===== src/rtl/tdm_pkg.sv =====
/*
  tdm_pkg: constants, field positions and helpers shared by both ends of the
  tdm frame timing link and by the device register map.
  assumes one 25 MHz system clock; the link is a scaled model where one
  master clock period spans four system clocks.
*/
package tdm_pkg;

  localparam int CLK_NS = 40;
  // master clock period in system clocks (scaled model of 8.192 MHz)
  localparam int MCLK_HALF_CYC = 2;
  localparam int MCLK_CYC = 2 * MCLK_HALF_CYC;
  localparam int FRAME_MCLKS = 1024;
  localparam int FRAME_CYC = FRAME_MCLKS * MCLK_CYC;
  localparam int POS_W = 12;
  localparam int STREAMS = 32;
  localparam int STREAMS_32M = 16;

  // pulse widths: 122 ns is one master period, 244 ns two, 61 ns half of one
  localparam int FP_NARROW_NS = 122;
  localparam int FP_WIDE_NS = 244;
  localparam int FP16_NARROW_NS = 61;
  localparam logic [POS_W-1:0] FP8_NARROW_CYC = POS_W'(MCLK_CYC);
  localparam logic [POS_W-1:0] FP8_WIDE_CYC = POS_W'(MCLK_CYC * FP_WIDE_NS / FP_NARROW_NS);
  localparam logic [POS_W-1:0] FP16_NARROW_CYC = POS_W'(MCLK_CYC * FP16_NARROW_NS / FP_NARROW_NS);
  localparam logic [POS_W-1:0] FP16_WIDE_CYC = FP8_NARROW_CYC;

  // consecutive equal frame pulse samples that mark the idle level
  localparam logic [2:0] STYLE_RUN_MIN = 3'h4;

  // rate codes per stream
  localparam logic [1:0] RATE_2M = 2'h0;
  localparam logic [1:0] RATE_16M = 2'h3;

  // register word addresses
  localparam logic [2:0] REG_CTRL = 3'h0;
  localparam logic [2:0] REG_RATE_LO = 3'h1;
  localparam logic [2:0] REG_RATE_HI = 3'h2;
  localparam logic [2:0] REG_STATUS = 3'h3;
  localparam logic [2:0] REG_DATA = 3'h4;

  // control fields
  localparam int CTRL_IN_EDGE = 0;
  localparam int CTRL_WIDE = 1;
  localparam int CTRL_OUT_EDGE = 2;
  localparam int CTRL_MODE32 = 3;
  localparam int CTRL_SEL_LSB = 8;
  localparam logic [31:0] CTRL_RESET = 32'h0000_0000;
  localparam logic [63:0] RATE_RESET = 64'h0000_0000_0000_0000;

  // status fields
  localparam int STAT_GCI = 0;
  localparam int STAT_LOCKED = 1;
  localparam int STAT_EMPTY = 2;
  localparam int STAT_FULL = 3;
  localparam int STAT_OVERFLOW = 4;

  // data word fields
  localparam int DATA_VALID = 31;
  localparam int CHAN_W = 9;
  localparam int FIFO_W = CHAN_W + 8;
  localparam int FIFO_D = 32;

  // log2 of system clocks per bit: 32M 0, 16M 1, 8M 2, 4M 3, 2M 4
  function automatic logic [3:0] tdm_bit_shift(input logic mode32, input logic [1:0] rate);
    tdm_bit_shift = mode32 ? 4'h0 : 4'h4 - {2'h0, rate};
  endfunction

endpackage


===== src/rtl/tdm_link_if.sv =====
/*
  tdm_link_if: pins between the backplane partner (host) and the device.
  assumes both ends run on the same system clock; no pin is two-way.
*/
`timescale 1ns/100ps
interface tdm_link_if;
  logic master_clock_input;
  logic frame_pulse_input;
  logic [31:0] backplane_serial_inputs;
  logic clock_8m_output;
  logic frame_pulse_8m_output;
  logic clock_16m_output;
  logic frame_pulse_16m_output;
  logic [31:0] backplane_serial_outputs;

  modport dev (
    input master_clock_input,
    input frame_pulse_input,
    input backplane_serial_inputs,
    output clock_8m_output,
    output frame_pulse_8m_output,
    output clock_16m_output,
    output frame_pulse_16m_output,
    output backplane_serial_outputs
  );

  modport host (
    output master_clock_input,
    output frame_pulse_input,
    output backplane_serial_inputs,
    input clock_8m_output,
    input frame_pulse_8m_output,
    input clock_16m_output,
    input frame_pulse_16m_output,
    input backplane_serial_outputs
  );
endinterface


===== src/rtl/tdm_dev.sv =====
/*
  tdm_dev: device end. frame timing recovery from the sampled master clock
  and frame pulse, output clock and pulse generation, and a receive tap on
  one selectable backplane stream feeding a fifo read over avalon-mm.
  assumes link pins synchronous to clock and a single avalon master.
*/
`timescale 1ns/100ps
module tdm_fifo #(
  parameter int W = 8,
  parameter int D = 32
) (
  input wire logic clock,
  input wire logic sys_rst,
  input wire logic in_valid,
  output logic in_ready,
  input wire logic [W-1:0] in_data,
  output logic out_valid,
  input wire logic out_ready,
  output logic [W-1:0] out_data
);
  localparam int AW = $clog2(D);
  logic [W-1:0] mem_reg [D];
  logic [AW-1:0] wptr_reg;
  logic [AW-1:0] rptr_reg;
  logic [AW:0] count_reg;
  wire push = in_valid & in_ready;
  wire pop = out_valid & out_ready;

  assign in_ready = count_reg != (AW+1)'(D);
  assign out_valid = count_reg != '0;
  assign out_data = mem_reg[rptr_reg];

  always_ff @(posedge clock) begin
    if (push) begin
      mem_reg[wptr_reg] <= in_data;
    end
  end

  always_ff @(posedge clock) begin
    if (sys_rst) begin
      wptr_reg <= '0;
      rptr_reg <= '0;
      count_reg <= '0;
    end else begin
      wptr_reg <= push ? wptr_reg + 1'b1 : wptr_reg;
      rptr_reg <= pop ? rptr_reg + 1'b1 : rptr_reg;
      count_reg <= count_reg + {{AW{1'b0}}, push} - {{AW{1'b0}}, pop};
    end
  end
endmodule // tdm_fifo

// Contract
// - partner supplies the master clock
// - frame boundary on selected input clock edge
// - partner aligns input data to clock, pulse
// - frame pulse width follows width select
// - frame pulse style detected automatically
// - 8m output clock edge meets frame boundary
// - 8m output pulse one or two periods
// - output pulses once per frame, input style
// - 16m output clock edge meets frame boundary
// - 16m output pulse half or one period
// - serial outputs timed to output clocks
// - four stream rates outside 32M mode
// - each stream rate chosen independently
// - 32M mode: streams 0-15 at 32M
// - 32M mode: streams 16-31 ignored, tied
module tdm_dev import tdm_pkg::*; (
  input wire logic clock,
  input wire logic sys_rst,
  input wire logic [2:0] avs_address,
  input wire logic avs_read,
  input wire logic avs_write,
  input wire logic [31:0] avs_writedata,
  output logic [31:0] avs_readdata,
  output logic avs_waitrequest,
  tdm_link_if.dev link
);
  logic [31:0] ctrl_reg;
  logic [63:0] rate_reg;
  logic mci_prev_reg;
  logic fp_seen_reg;
  logic run_lvl_reg;
  logic [2:0] run_cnt_reg;
  logic gci_reg;
  logic locked_reg;
  logic style_ok_reg;
  logic [POS_W-1:0] pos_reg;
  logic c8_reg;
  logic c16_reg;
  logic fp8_reg;
  logic fp16_reg;
  logic [31:0] bso_reg;
  logic [7:0] sh_reg;
  logic ovf_reg;
  logic wait_reg;
  logic [31:0] rdata_reg;

  wire in_edge = ctrl_reg[CTRL_IN_EDGE];
  wire wide_sel = ctrl_reg[CTRL_WIDE];
  wire out_edge = ctrl_reg[CTRL_OUT_EDGE];
  wire mode32 = ctrl_reg[CTRL_MODE32];
  wire [4:0] sel = ctrl_reg[CTRL_SEL_LSB +: 5];

  // frame timing recovery
  wire mci = link.master_clock_input;
  wire fp_lvl = link.frame_pulse_input;
  wire mci_rise = mci & ~mci_prev_reg;
  wire mci_fall = ~mci & mci_prev_reg;
  wire sel_edge = in_edge ? mci_rise : mci_fall;
  // telephony style pulses low, gci style pulses high
  wire fp_act = gci_reg ? fp_lvl : ~fp_lvl;
  // first active edge of the pulse marks the boundary, whatever its width
  // no boundary until the idle level has named the style, else a false lock
  wire boundary = sel_edge & fp_act & ~fp_seen_reg & style_ok_reg;
  wire [POS_W-1:0] pos_next = boundary ? POS_W'(1) : pos_reg + 1'b1;
  wire same_lvl = fp_lvl == run_lvl_reg;
  wire run_done = run_cnt_reg == STYLE_RUN_MIN;

  // output pulses start on the recovered boundary, widths per select bit
  wire [POS_W-1:0] w8 = wide_sel ? FP8_WIDE_CYC : FP8_NARROW_CYC;
  wire [POS_W-1:0] w16 = wide_sel ? FP16_WIDE_CYC : FP16_NARROW_CYC;
  wire on8 = locked_reg & (pos_next < w8);
  wire on16 = locked_reg & (pos_next < w16);

  // receive tap on the selected stream
  wire [1:0] tap_rate = rate_reg[{sel, 1'b0} +: 2];
  wire [3:0] shift = tdm_bit_shift(mode32, tap_rate);
  wire [POS_W-1:0] period = POS_W'(1) << shift;
  wire [POS_W-1:0] mask = period - 1'b1;
  wire [POS_W-1:0] mid = period >> 1;
  // the boundary cycle is slot position zero, so the first bit is kept
  wire [POS_W-1:0] pos_cur = boundary ? {POS_W{1'b0}} : pos_reg;
  wire [POS_W-1:0] bitpos = pos_cur >> shift;
  wire [POS_W-1:0] chpos = bitpos >> 3;
  // upper streams carry nothing in 32M mode, whatever level is tied there
  wire tap_ok = ~(mode32 & sel[4]);
  wire hit = (locked_reg | boundary) & tap_ok & ((pos_cur & mask) == mid);
  wire [7:0] sh_next = {sh_reg[6:0], link.backplane_serial_inputs[sel]};
  wire push = hit & (bitpos[2:0] == 3'h7);
  wire fifo_in_ready;
  wire fifo_out_valid;
  wire [FIFO_W-1:0] fifo_out_data;

  // avalon slave, one wait state on every access
  wire req = avs_read | avs_write;
  wire acc = req & ~wait_reg;
  wire wr_acc = acc & avs_write;
  wire pop = acc & avs_read & (avs_address == REG_DATA);
  wire ovf_set = push & ~fifo_in_ready;
  wire ovf_clr = wr_acc & (avs_address == REG_STATUS) & avs_writedata[STAT_OVERFLOW];
  wire [31:0] status_word = {27'h000_0000, ovf_reg, ~fifo_in_ready, ~fifo_out_valid,
                             locked_reg, gci_reg};
  wire [31:0] data_word = {fifo_out_valid, 14'h0000, fifo_out_data};
  wire [31:0] rd_mux = (avs_address == REG_CTRL) ? ctrl_reg :
                       (avs_address == REG_RATE_LO) ? rate_reg[31:0] :
                       (avs_address == REG_RATE_HI) ? rate_reg[63:32] :
                       (avs_address == REG_STATUS) ? status_word :
                       (avs_address == REG_DATA) ? data_word : 32'h0000_0000;

  tdm_fifo #(
    .W(FIFO_W),
    .D(FIFO_D)
  ) tdm_fifo_i (
    .clock(clock),
    .sys_rst(sys_rst),
    .in_valid(push),
    .in_ready(fifo_in_ready),
    .in_data({chpos[CHAN_W-1:0], sh_next}),
    .out_valid(fifo_out_valid),
    .out_ready(pop),
    .out_data(fifo_out_data)
  );

  always_ff @(posedge clock) begin
    if (sys_rst) begin
      ctrl_reg <= CTRL_RESET;
      rate_reg <= RATE_RESET;
    end else if (wr_acc) begin
      if (avs_address == REG_CTRL) ctrl_reg <= avs_writedata;
      if (avs_address == REG_RATE_LO) rate_reg[31:0] <= avs_writedata;
      if (avs_address == REG_RATE_HI) rate_reg[63:32] <= avs_writedata;
    end
  end

  always_ff @(posedge clock) begin
    if (sys_rst) begin
      mci_prev_reg <= 1'b0;
      fp_seen_reg <= 1'b0;
      run_lvl_reg <= 1'b1;
      run_cnt_reg <= 3'h0;
      gci_reg <= 1'b0;
      locked_reg <= 1'b0;
      style_ok_reg <= 1'b0;
      pos_reg <= '0;
    end else begin
      mci_prev_reg <= mci;
      if (sel_edge) begin
        fp_seen_reg <= fp_act;
        run_lvl_reg <= fp_lvl;
        run_cnt_reg <= (same_lvl & ~run_done) ? run_cnt_reg + 1'b1 :
                       (same_lvl ? run_cnt_reg : 3'h0);
        if (same_lvl & run_done) begin
          gci_reg <= ~run_lvl_reg;
          style_ok_reg <= 1'b1;
        end
      end
      if (boundary) locked_reg <= 1'b1;
      pos_reg <= pos_next;
    end
  end

  always_ff @(posedge clock) begin
    if (sys_rst) begin
      c8_reg <= 1'b0;
      c16_reg <= 1'b0;
      fp8_reg <= 1'b1;
      fp16_reg <= 1'b1;
      bso_reg <= 32'h0000_0000;
    end else begin
      // built from the recovered count so its boundary edge never lags a cycle
      c8_reg <= ~(pos_next[1] ^ out_edge);
      // 16m toggles every clock, re-phased on each selected master edge
      c16_reg <= sel_edge ? out_edge : ~c16_reg;
      fp8_reg <= gci_reg ? on8 : ~on8;
      fp16_reg <= gci_reg ? on16 : ~on16;
      // retimed on the same edge as the output clocks and pulses
      bso_reg <= mode32 ? {16'h0000, link.backplane_serial_inputs[15:0]} :
                 link.backplane_serial_inputs;
    end
  end

  always_ff @(posedge clock) begin
    if (sys_rst) begin
      sh_reg <= 8'h00;
      ovf_reg <= 1'b0;
      wait_reg <= 1'b1;
      rdata_reg <= 32'h0000_0000;
    end else begin
      if (hit) sh_reg <= sh_next;
      // a drop in the same cycle as the clear still leaves the flag set
      ovf_reg <= ovf_set | (ovf_reg & ~ovf_clr);
      wait_reg <= ~(req & wait_reg);
      if (req & wait_reg) rdata_reg <= rd_mux;
    end
  end

  assign avs_readdata = rdata_reg;
  assign avs_waitrequest = wait_reg;
  assign link.clock_8m_output = c8_reg;
  assign link.clock_16m_output = c16_reg;
  assign link.frame_pulse_8m_output = fp8_reg;
  assign link.frame_pulse_16m_output = fp16_reg;
  assign link.backplane_serial_outputs = bso_reg;
endmodule // tdm_dev


===== src/flat_wrapper.sv =====
// flat-port wrapper written by rule: the top's interface ports become plain ports
module tdm_dev_flat import tdm_pkg::*;
  (clock, sys_rst, avs_address, avs_read, avs_write, avs_writedata, avs_readdata, avs_waitrequest, link_master_clock_input, link_frame_pulse_input, link_backplane_serial_inputs, link_clock_8m_output, link_frame_pulse_8m_output, link_clock_16m_output, link_frame_pulse_16m_output, link_backplane_serial_outputs);
  tdm_link_if link_i ();
  input wire logic clock;
  input wire logic sys_rst;
  input wire logic [2:0] avs_address;
  input wire logic avs_read;
  input wire logic avs_write;
  input wire logic [31:0] avs_writedata;
  output logic [31:0] avs_readdata;
  output logic avs_waitrequest;
  input wire logic [$bits(link_i.master_clock_input)-1:0] link_master_clock_input;
  input wire logic [$bits(link_i.frame_pulse_input)-1:0] link_frame_pulse_input;
  input wire logic [$bits(link_i.backplane_serial_inputs)-1:0] link_backplane_serial_inputs;
  output wire logic [$bits(link_i.clock_8m_output)-1:0] link_clock_8m_output;
  output wire logic [$bits(link_i.frame_pulse_8m_output)-1:0] link_frame_pulse_8m_output;
  output wire logic [$bits(link_i.clock_16m_output)-1:0] link_clock_16m_output;
  output wire logic [$bits(link_i.frame_pulse_16m_output)-1:0] link_frame_pulse_16m_output;
  output wire logic [$bits(link_i.backplane_serial_outputs)-1:0] link_backplane_serial_outputs;
  assign link_i.master_clock_input = link_master_clock_input;
  assign link_i.frame_pulse_input = link_frame_pulse_input;
  assign link_i.backplane_serial_inputs = link_backplane_serial_inputs;
  assign link_clock_8m_output = link_i.clock_8m_output;
  assign link_frame_pulse_8m_output = link_i.frame_pulse_8m_output;
  assign link_clock_16m_output = link_i.clock_16m_output;
  assign link_frame_pulse_16m_output = link_i.frame_pulse_16m_output;
  assign link_backplane_serial_outputs = link_i.backplane_serial_outputs;
  tdm_dev u_core (.clock(clock), .sys_rst(sys_rst), .avs_address(avs_address), .avs_read(avs_read), .avs_write(avs_write), .avs_writedata(avs_writedata), .avs_readdata(avs_readdata), .avs_waitrequest(avs_waitrequest), .link(link_i));
endmodule

===== config.mk =====
export PLATFORM = sky130hd
export DESIGN_NAME = tdm_dev_flat
export DESIGN_NICKNAME = d
export VERILOG_FILES = /design/src/rtl/tdm_pkg.sv /design/src/rtl/tdm_link_if.sv /design/src/rtl/tdm_dev.sv /design/src/flat_wrapper.sv
export SDC_FILE = /design/constraint.sdc
export NUM_CORES = 1
export LEC_CHECK = 0
export BUFFER_PORTS_ARGS = -buffer_cell sky130_fd_sc_hd__buf_2
export CAP_MARGIN = 5
export CORE_ASPECT_RATIO = 0.8
export CORE_MARGIN = 4
export CORE_UTILIZATION = 55
export DETAILED_ROUTE_END_ITERATION = 16
export GPL_TIMING_DRIVEN = 0
export PLACE_DENSITY = 0.73
export SLEW_MARGIN = 10
export SYNTH_ARGS = -nofsm -noshare
export SYNTH_HDL_FRONTEND = slang
export SYNTH_SLANG_ARGS = --single-unit

===== constraint.sdc =====
create_clock -name clock -period 7.1 [get_ports clock]
set_input_delay 0.355 -clock clock [delete_from_list [all_inputs] [get_ports clock]]
set_output_delay 0.355 -clock clock [all_outputs]
set_load 0.03 [all_outputs]

==> results.json <==
{
  "io_buffers": 139,
  "cts_buffers": 72,
  "die_w_um": 273.2,
  "p_per_area_mw_per_mm2": 246.4,
  "yosys_warnings": 0,
  "rsz0062_at_grt": "false",
  "drive_above_1_share_pct": 22.40,
  "drt-initial-drc-count": 2898,
  "critPathCaptureType": "flop",
  "num-nets-final": 2473,
  "dpl.cell_count": 2994,
  "grt-ovfl-total": 0,
  "routed_wl_mm": 81.94,
  "worstSetupPathType": "reg2reg",
  "stdcell_count": 3187,
  "path_clk_slew_ns": 0.07,
  "num_rows": 77,
  "final-hold-violation-count": 0,
  "clock-root-buffer": "clkbuf_16",
  "synth_edf_count": 544,
  "grt_max_degree": 35,
  "synth.most_common_cell": "edfxtp_1",
  "min_path_type": "in2reg",
  "largest_reg_flops": 544,
  "fmax_mhz": 149.9,
  "clkLatencyLatePin_ns": 0.64,
  "syn2layout_area_growth_pct": 17.07,
  "synth_cells": 2063,
  "post-dp-hpwl_mm": 55.98,
  "grt_usage_pct": 27.30,
  "wl_per_cell_um": 25.71,
  "max_cap_viol_count": 0,
  "synth.area.top_cells": "edfxtp_1 53%, dfxtp_1 14%, mux4_2 14%, nand2_1 3.1%, a21oi_1 2.2%",
  "slew_headroom_pct": 18.21,
  "setup.worst_path.start_class": "flop",
  "synth_top_area_share_pct": 52.78,
  "ir_worst_vdd_mv": 0.2149,
  "syn_area_per_cell_um2": 15.00,
  "crit_arrival_ns": 7.16,
  "yosysUniqueCellTypes": 66,
  "drcViolationCount": 0,
  "p_leak_uw": 0.01235,
  "first_pass_iters": 6,
  "first_global_vias": 19290,
  "ant_nets": 0,
  "setup_viol": 0,
  "period_minus_slack_ns": 6.672,
  "async_flop_share_pct": 0,
  "slew_viol_final": 0,
  "die_h_um": 220.2,
  "synth-seq-cells": 759,
  "tns_ns": 0,
  "grt_pass1_wl_mm": 121.9,
  "antenna_found_initial": 1,
  "dieArea_mm2": 0.06016,
  "syn_area_mm2": 0.03095,
  "cts_tree": "built",
  "min_period_over_period_pct": 93.97,
  "fin_skew_ns": 0.03261,
  "worst-path-max-fanout": 10,
  "synth-main-ff-cell": "edfxtp_1",
  "fillers": 3845,
  "htree_num_levels": 3,
  "yosys.area.top_type": "edfxtp_1",
  "yosysSeqAreaShare_pct": 66.69,
  "cp_slowest_cell": "mux4_2",
  "cts.sinks": 759,
  "ioPinCount": 142,
  "clock_path_buffers": 3,
  "critPathMaxStageDelay_ns": 0.58,
  "outcome": "complete, no violations",
  "syn_nets": 2159,
  "yosys-top-cells-count": "544 x edfxtp_1, 259 x nand2_1, 215 x dfxtp_1",
  "viasPerCell": 6.225,
  "worst_pin_slew_ns": 1.225,
  "antenna_cells": 0,
  "gp_congestion": 0.9318,
  "start_util_pct": 55.77,
  "cp.required_ns": 7.59,
  "vias": 19840,
  "core_area_mm2": 0.05549
}
[kinds of logic (layout without fill, tap and decap cells)]
logic type	count (synthesis)	after routing	share of synthesized area, %
AO/OA/AOI/OAI	274	274	5.381
multiplexers	260	260	16.11
buffers and inverters	161	535	2.106
XOR/XNOR	26	26	0.7358
adder cells (fa/ha/maj)	23	23	0.9541
AND/OR/NAND/NOR	560	560	8.029
flip-flops	759	759	66.69
[layer usage]
metal	global-route usage (%)	up-vias	wire length, um
met5	0	-	7
met4	6.430	2	1879
met2	41.60	1118	37770
li1	-	8486	-
met3	5.106	154	7923
met1	41.67	10080	34360
[path summary, 6_finish.rpt]
path | start | end | slack (ns) | cells after the start
setup / recovery | u_core.ctrl_reg[8] | u_core.tdm_fifo_i.count_reg[4] | 0.43 | 28
hold / removal | avs_writedata[6] | u_core.ctrl_reg[6] | 0.03 | 3
setup reg to reg | u_core.ctrl_reg[8] | u_core.tdm_fifo_i.count_reg[4] | 0.43 | 28
hold reg to reg | u_core.link.clock_16m_output | u_core.link.clock_16m_output | 0.44 | 1
[placed cells by master (no fill, tap or decap), types with 23 or more instances in the layout]
cell type      count
nor2_2            30
clkbuf_1         115
buf_1             25
edfxtp_1         544
o21ai_0           31
dfxtp_1          215
mux4_2           190
buf_8             27
a22oi_1           23
nand3_1           26
nor2_1           108
a21oi_1          138
clkbuf_16         73
mux2i_1           65
nand2_1          259
buf_2            148
dlygate4sd3_1     61
nor2b_1           53
[worst max-delay path, delay by kind of cell, from the launching register on]
kind,cells,cell delay (ns)
xor gates and xnor gates,1,0.16
muxes,4,1.66
DFF,1,0.38
and+or+nand+nor,6,0.65
AOI/OAI and AO/OA,6,1.05
adders and majority gates,5,1.58
buffers and inverters,6,1.04
[cell type report]
cell class	count	area (um^2)	share of cell area (%)
sequential	759	20640	56.97
multi-input combinational	1143	9781	26.99
clock buffer	95	1969	5.435
timing repair buffer	242	1898	5.239
tap	750	938.4	2.590
buffer	140	578.1	1.595
clock inverter	39	354.1	0.9773
inverter	19	73.82	0.2037
[through the flow]
stage | setup WS [ns] | total power, uW | hold WS, ns | cell area (um^2) | util, %
after floorplan | 0.7371 | 5058 | 0.4290 | 30950 | -
after global placement | -2.098 | 5179 | 0.4323 | 32580 | 58.72
after detailed placement | -0.5086 | 5188 | 0.4279 | 33290 | 60.00
after CTS | 0.02364 | 8953 | 0.005673 | 36230 | 65.29
after global routing | 0.05437 | 9181 | 0.006625 | 36230 | 65.29
final | 0.4279 | 8929 | 0.03299 | 36230 | 65.29
[repair_timing]
action / 4_1_cts / 5_1_grt
resized for setup: 3 / 7
endpoints found under the setup margin: 435 / 301
setup buffers: 0 / 0
pin swaps: 0 / 0
hold buffers: 61 / 0
hold endpoints to repair: 114 / 0
[power by group]
group / switching [uW] / leakage (uW) / total, uW / internal, uW
clock network: 1670 / 0.00112 / 3800 / 2120
registers: 18.8 / 0.00727 / 4740 / 4720
logic: 246 / 0.00396 / 388 / 143
(Power assumes the default switching activity.)
